### src/hdl/pdcap_params.svh
`ifndef PDCAP_PARAMS_SVH
`define PDCAP_PARAMS_SVH

// register byte offsets
`define PDCAP_REG_CTRL      4'h0
`define PDCAP_REG_ATTR      4'h4
`define PDCAP_REG_SERVED    4'h8

// descriptor byte positions
`define PDCAP_IDX_LENGTH    3'h0
`define PDCAP_IDX_TYPE      3'h1
`define PDCAP_IDX_CAPTYPE   3'h2
`define PDCAP_IDX_RSVD      3'h3
`define PDCAP_IDX_ATTR0     3'h4
`define PDCAP_IDX_ATTR1     3'h5
`define PDCAP_IDX_ATTR2     3'h6
`define PDCAP_IDX_ATTR3     3'h7

// descriptor constants
`define PDCAP_LENGTH        8'h08
`define PDCAP_CAP_CODE      8'h06
`define PDCAP_RSVD_BYTE     8'h00

// attribute bit positions
`define PDCAP_BIT_RSVD0     0
`define PDCAP_BIT_BATCHG    1
`define PDCAP_BIT_PD        2
`define PDCAP_BIT_PROVIDER  3
`define PDCAP_BIT_CONSUMER  4
`define PDCAP_BIT_CHGPOL    5
`define PDCAP_BIT_TYPEC     6
`define PDCAP_FEAT_LO       1
`define PDCAP_FEAT_HI       6

// reset values
`define PDCAP_CTRL_RST      6'h00
`define PDCAP_SERVED_RST    16'h0000
`define PDCAP_BYTE_RST      8'h00
`define PDCAP_WORD_ZERO     32'h0000_0000

`endif

### src/hdl/pdcap_pkg.sv
package pdcap_pkg;

  typedef enum logic [0:0] {
    PDCAP_IDLE = 1'b0,
    PDCAP_ACK  = 1'b1
  } pdcap_bus_t;

  typedef struct packed {
    pdcap_bus_t  busState;
    logic [31:0] readData;
    logic [6:1]  features;
    logic [7:0]  descByte;
    logic        descValid;
    logic [15:0] served;
  } pdcap_state_t;

endpackage

### src/hdl/pdcap_descriptor.sv
// Added by the designer: the register offsets and register access over Avalon-MM.
`timescale 1ns/1ps
`include "pdcap_params.svh"

// Behaviour
// byte 1 of the entry holds the device capability descriptor type constant.
// byte 3, the reserved byte after the capability type, always reads as zero.
// bytes 4 to 7 form a 32-bit attribute bitmap where one means supported, zero absent.
// attribute bit 0 is reserved and always reads zero.
// attribute bit 1 is one when battery charging is supported.
// attribute bit 2 is one when power delivery is supported.
// attribute bit 3 is one when the device can supply power; the host heeds it only with bit 2.
// attribute bit 4 is one when the device consumes power; the host heeds it only with bit 2.
// attribute bit 5 is one when the charging policy feature is supported, independent of others.
// attribute bit 6 is one when Type-C current power capabilities are supported.
// byte 2, the capability type, carries the power delivery capability code.
// attribute bit 7 and the upper reserved bits always read zero.
// bytes are served in field order, multi-byte fields least significant byte first.
module pdcap_descriptor
  import pdcap_pkg::*;
#(
  parameter logic [7:0] DESC_TYPE = 8'h10
) (
  input  wire logic        mclk,
  input  wire logic        rst,
  input  wire logic [3:0]  address,
  input  wire logic        read,
  input  wire logic        write,
  input  wire logic [31:0] writedata,
  input  wire logic [3:0]  byteenable,
  output logic      [31:0] readdata,
  output logic             waitrequest,
  input  wire logic        descReq,
  input  wire logic [2:0]  descIdx,
  output logic      [7:0]  descByte,
  output logic             descValid
);

  pdcap_state_t stateQ;
  pdcap_state_t stateD;
  logic [31:0]  attrWord;
  logic         busReq;
  logic         busAccept;

  // one function serves the byte stream; the register view takes attrWord directly
  function automatic logic [7:0] pick_byte(input logic [2:0] idx, input logic [31:0] attr);
    logic [7:0] b;
    b = `PDCAP_BYTE_RST;
    case (idx)
      `PDCAP_IDX_LENGTH:  b = `PDCAP_LENGTH;
      `PDCAP_IDX_TYPE:    b = DESC_TYPE;
      `PDCAP_IDX_CAPTYPE: b = `PDCAP_CAP_CODE;
      `PDCAP_IDX_RSVD:    b = `PDCAP_RSVD_BYTE;
      `PDCAP_IDX_ATTR0:   b = attr[7:0];
      `PDCAP_IDX_ATTR1:   b = attr[15:8];
      `PDCAP_IDX_ATTR2:   b = attr[23:16];
      `PDCAP_IDX_ATTR3:   b = attr[31:24];
      default:            b = `PDCAP_BYTE_RST;
    endcase
    return b;
  endfunction

  // attribute bitmap: only the software-held features reach it, all else is zero
  always_comb begin
    attrWord = `PDCAP_WORD_ZERO;
    attrWord[`PDCAP_BIT_BATCHG]   = stateQ.features[`PDCAP_BIT_BATCHG];
    attrWord[`PDCAP_BIT_PD]       = stateQ.features[`PDCAP_BIT_PD];
    attrWord[`PDCAP_BIT_PROVIDER] = stateQ.features[`PDCAP_BIT_PROVIDER];
    attrWord[`PDCAP_BIT_CONSUMER] = stateQ.features[`PDCAP_BIT_CONSUMER];
    attrWord[`PDCAP_BIT_CHGPOL]   = stateQ.features[`PDCAP_BIT_CHGPOL];
    attrWord[`PDCAP_BIT_TYPEC]    = stateQ.features[`PDCAP_BIT_TYPEC];
  end

  // every access waits exactly one cycle so that readdata comes from a flop
  assign busReq      = read | write;
  assign waitrequest = busReq & (stateQ.busState == PDCAP_IDLE);
  assign busAccept   = busReq & (stateQ.busState == PDCAP_ACK);

  always_comb begin
    stateD           = stateQ;
    stateD.descValid = 1'b0;
    case (stateQ.busState)
      PDCAP_IDLE: begin
        if (busReq) begin
          stateD.busState = PDCAP_ACK;
          case (address)
            `PDCAP_REG_CTRL:   stateD.readData = {25'h0000000, stateQ.features, 1'b0};
            `PDCAP_REG_ATTR:   stateD.readData = attrWord;
            `PDCAP_REG_SERVED: stateD.readData = {16'h0000, stateQ.served};
            default:           stateD.readData = `PDCAP_WORD_ZERO;
          endcase
        end
      end
      PDCAP_ACK: begin
        stateD.busState = PDCAP_IDLE;
        // bit 0 is not writable, so the reserved position can never be set
        if (busAccept && write && byteenable[0] && address == `PDCAP_REG_CTRL) begin
          stateD.features = writedata[`PDCAP_FEAT_HI:`PDCAP_FEAT_LO];
        end
      end
      default: stateD.busState = PDCAP_IDLE;
    endcase
    if (descReq) begin
      stateD.descByte  = pick_byte(descIdx, attrWord);
      stateD.descValid = 1'b1;
      stateD.served    = 16'(stateQ.served + 16'h0001);
    end
  end

  always_ff @(posedge mclk or posedge rst) begin
    if (rst) begin
      stateQ.busState  <= PDCAP_IDLE;
      stateQ.readData  <= `PDCAP_WORD_ZERO;
      stateQ.features  <= `PDCAP_CTRL_RST;
      stateQ.descByte  <= `PDCAP_BYTE_RST;
      stateQ.descValid <= 1'b0;
      stateQ.served    <= `PDCAP_SERVED_RST;
    end else begin
      stateQ <= stateD;
    end
  end

  assign readdata  = stateQ.readData;
  assign descByte  = stateQ.descByte;
  assign descValid = stateQ.descValid;
endmodule // pdcap_descriptor

### config.mk
export PLATFORM = sky130hd
export DESIGN_NAME = pdcap_descriptor
export DESIGN_NICKNAME = d
export VERILOG_FILES = /design/src/hdl/pdcap_pkg.sv /design/src/hdl/pdcap_descriptor.sv
export VERILOG_INCLUDE_DIRS = /design/src /design/src/hdl
export SDC_FILE = /design/constraint.sdc
export NUM_CORES = 1
export LEC_CHECK = 0
export ABC_AREA = 1
export CAP_MARGIN = 20
export CORE_ASPECT_RATIO = 1.1
export CORE_UTILIZATION = 60
export CTS_CLUSTER_DIAMETER = 40
export DETAILED_ROUTE_END_ITERATION = 8
export DONT_BUFFER_PORTS = 1
export PLACE_DENSITY = 0.8
export SYNTH_ARGS = -nofsm -noshare
export SYNTH_HDL_FRONTEND = slang
export SYNTH_SLANG_ARGS = --single-unit
export TNS_END_PERCENT = 20
### constraint.sdc
create_clock -name mclk -period 1.6 [get_ports mclk]
set_input_delay 0.08 -clock mclk [delete_from_list [all_inputs] [get_ports mclk]]
set_output_delay 0.08 -clock mclk [all_outputs]
set_load 0.05 [all_outputs]
==> impl_metrics.json <==
{
  "syn_area_um2": 2410,
  "routed_wl_um": 4350,
  "final_nets": 338,
  "fill_cells": 312,
  "drcViolationCount": 0,
  "antenna-diode-count": 0,
  "wl_met3_um": 200,
  "slew_headroom_pct": 54.7,
  "wl_per_cell_um": 12.8,
  "yosysTopAreaCell": "dfrtp_1",
  "die_h_um": 68.5,
  "synth.distinct_cells": 26,
  "required_ps": 1830,
  "drv_cap": 0,
  "clk_latency_ps": 300,
  "syn_to_final_growth_pct": 4.31,
  "rows": 23,
  "rsz0062_at_grt": "no",
  "cts-root-buf": "clkbuf_8",
  "clkSinkCount": 46,
  "slew_violations": 0,
  "wl_met2_um": 2110,
  "tightest_slew_ps": 675,
  "synth-xor-area-share_pct": 2.54,
  "clk_path_buf_depth": 2,
  "synth.top_cell.area_share_pct": 47.7,
  "synth-seq-area-share_pct": 47.7,
  "vdd_drop_max_uv": 851,
  "grt_start_max_net_pins": 30,
  "crit_fanout": 7,
  "vias": 1710,
  "globalplace.congestion": 0.828,
  "synth_area_leaders": "dfrtp_1 48%, buf_4 13%, nand2_1 9.8%",
  "final.setup_skew_ps": 6.87,
  "ys_ff_latch": 46,
  "pin_count": 90,
  "viasPerCell": 5.03,
  "crit_path_end_kind": "register",
  "swShare_pct": 36.6,
  "final_cell_area_um2": 2510,
  "p_sw_mw": 1.17,
  "min_period_ps": 1460,
  "cp_data_arrival_time_ps": 1690,
  "syn_area_per_cell_um2": 8.37,
  "clock_power_share_pct": 26.4,
  "drive_gt1_share_pct": 8.62,
  "setup_violations": 0,
  "synthAdderAreaFrac_pct": 0.519,
  "async_reset_ff_share_pct": 100,
  "critical_path_class": "reg2reg",
  "multiInputGateArea_um2": 876,
  "hold_viol": 0,
  "status": "completed",
  "grt_usage_pct": 23.2,
  "grt_overflow": 0,
  "grt_pass1_vias": 1600,
  "synthCells": 288,
  "core_um2": 3740,
  "path_clk_slew_ps": 80,
  "fin_tns_setup_ps": 0,
  "synth_top_family_by_area": "simple AND/OR/NAND/NOR gates",
  "drt-met1-wl_um": 1950,
  "start_util_pct": 64.4,
  "synth_common_cells": "63 x nand2_1, 46 x dfrtp_1, 42 x buf_4",
  "synth.most_common_cell": "nand2_1",
  "ys_warn_count": 0,
  "hpwlAfterDp_um": 2960,
  "drt_iter0_drc": 127,
  "setup_slack_ps": 136,
  "regArea_um2": 1150,
  "powerDensity_nw_per_um2": 1270,
  "synth_compound_area_share_pct": 8.15,
  "die-area_um2": 4280,
  "drt_pass1_iterations": 4,
  "htreeDepth": 2,
  "fin_crit_sh_pct": 91.5,
  "p_leak_nw": 1.22,
  "muxShareOfSynthArea_pct": 0,
  "die-width_um": 62.4,
  "place_ws_ps": 155,
  "synth_edf_count": 0,
  "ys.flop_type": "dfrtp_1",
  "antenna_found_initial": 0,
  "hold_path.class": "in2reg",
  "p_total_mw": 3.18,
  "final_antenna_net_count": 0,
  "grt_pass1_wl_um": 7510,
  "internal_power_mw": 2.02,
  "fmax_mhz": 683,
  "final_util_pct": 67.2,
  "p_seq_share_pct": 51.9,
  "yosys.area_share.simple_pct": 22.3,
  "crit_path_start_kind": "register",
  "cts_buffers": 5,
  "highest_layer": "met4",
  "p_comb_share_pct": 21.6,
  "port_buffers": 0,
  "dpl_cell_area_um2": 2270,
  "tritoncts": "yes"
}
## final timing paths
kind / slack [ps] / depth (start not counted) / startpoint / end
min in group asynchronous: 240 / 2 / rst / attrWord[6]$_DFFE_PP0P_
hold reg to reg: 480 / 2 / stateQ[14]$_DFFE_PP0P_ / stateQ[14]$_DFFE_PP0P_
hold / removal: 3 / 3 / address[0] / readdata[6]$_DFFE_PP0P_
setup / recovery: 140 / 5 / stateQ[0]$_DFFE_PP0P_ / stateQ[6]$_DFFE_PP0P_
max in group asynchronous: 840 / 3 / rst / stateQ[9]$_DFFE_PP0P_
setup reg to reg: 140 / 5 / stateQ[0]$_DFFE_PP0P_ / stateQ[6]$_DFFE_PP0P_
## cells by family after synthesis
kind of cell,count (synthesis)
AO/OA/AOI/OAI,36
XOR/XNOR,7
adder cells (fa/ha/maj),1
buffers and inverters,75
flip-flops,46
other,1
AND/OR/NAND/NOR,122
## worst max-delay path, cell delays in order (launching register included)
cell and delay (ps):
dfrtp_2 430, ha_1 180, nand3_1 170, nor3_4 330, buf_4 170, xor2_1 130
## what timing repair did
action | CTS | global route
gates resized for setup | 0 | 2
hold buffers | 12 | 0
buffers inserted | 0 | 2
hold endpoints to repair | 32 | 0
setup endpoints to repair | 0 | 1
## per-layer routing
layer  global-route usage [%]  up-vias
met5                        0        -
met1                     29.1      791
li1                         -      857
met3                     5.83        8
met2                     38.0       54
met4                     11.3        0
## power groups by stage
stage	sequential, mW	combinational, mW	clock, mW
final	1.65	0.689	0.842
after floorplan	1.50	0.772	0
after CTS	1.65	0.681	0.854
after global routing	1.68	0.767	0.904
after detailed placement	1.67	0.653	0
after global placement	1.66	0.635	0
## stage by stage
stage / hold WS [ps] / std cells
final: 3.31 / 340
after global routing: 5.57 / 340
after CTS: 1.11 / 338
after detailed placement: 9.24 / 318
after global placement: 7.12 / 318
after floorplan: 111 / 305
## registers in the layout (all words and copies together) (netlist names)
register and flops:
descValid 1, readdata 16, stateQ 17, attrWord 6
descByte 6
## final cells by class
class	instances	area share, %
Clock inverter	1	1.19
Clock buffer	7	3.03
Inverter	31	4.63
Timing Repair Buffer	21	7.96
Sequential cell	46	45.9
Tap cell	50	2.49
Multi-Input combinational cell	184	34.8
## cells in the final DEF, fill, tap and decap left out, drive strengths merged
| master | synthesis | final |
|---|---|---|
| nand2 | 65 | 65 |
| dfrtp | 46 | 46 |
| nor2 | 30 | 30 |
| inv | 30 | 29 |
| o21ai | 24 | 24 |
| conb | 1 | 18 |
| nand3 | 16 | 16 |
| dlygate4sd3 | 0 | 12 |
| buf | 44 | 9 |
| xor2 | 7 | 7 |
| clkbuf | 0 | 7 |
| nand4 | 6 | 6 |
| o31ai | 5 | 5 |
| a21oi | 5 | 5 |
| nor3 | 4 | 4 |
| clkinv | 1 | 2 |
| nand3b | 1 | 1 |
| o211ai | 1 | 1 |
| a31oi | 1 | 1 |
| ha | 1 | 1 |
| bufinv | 0 | 1 |
No activity file was read; power rests on OpenSTA's default activity.
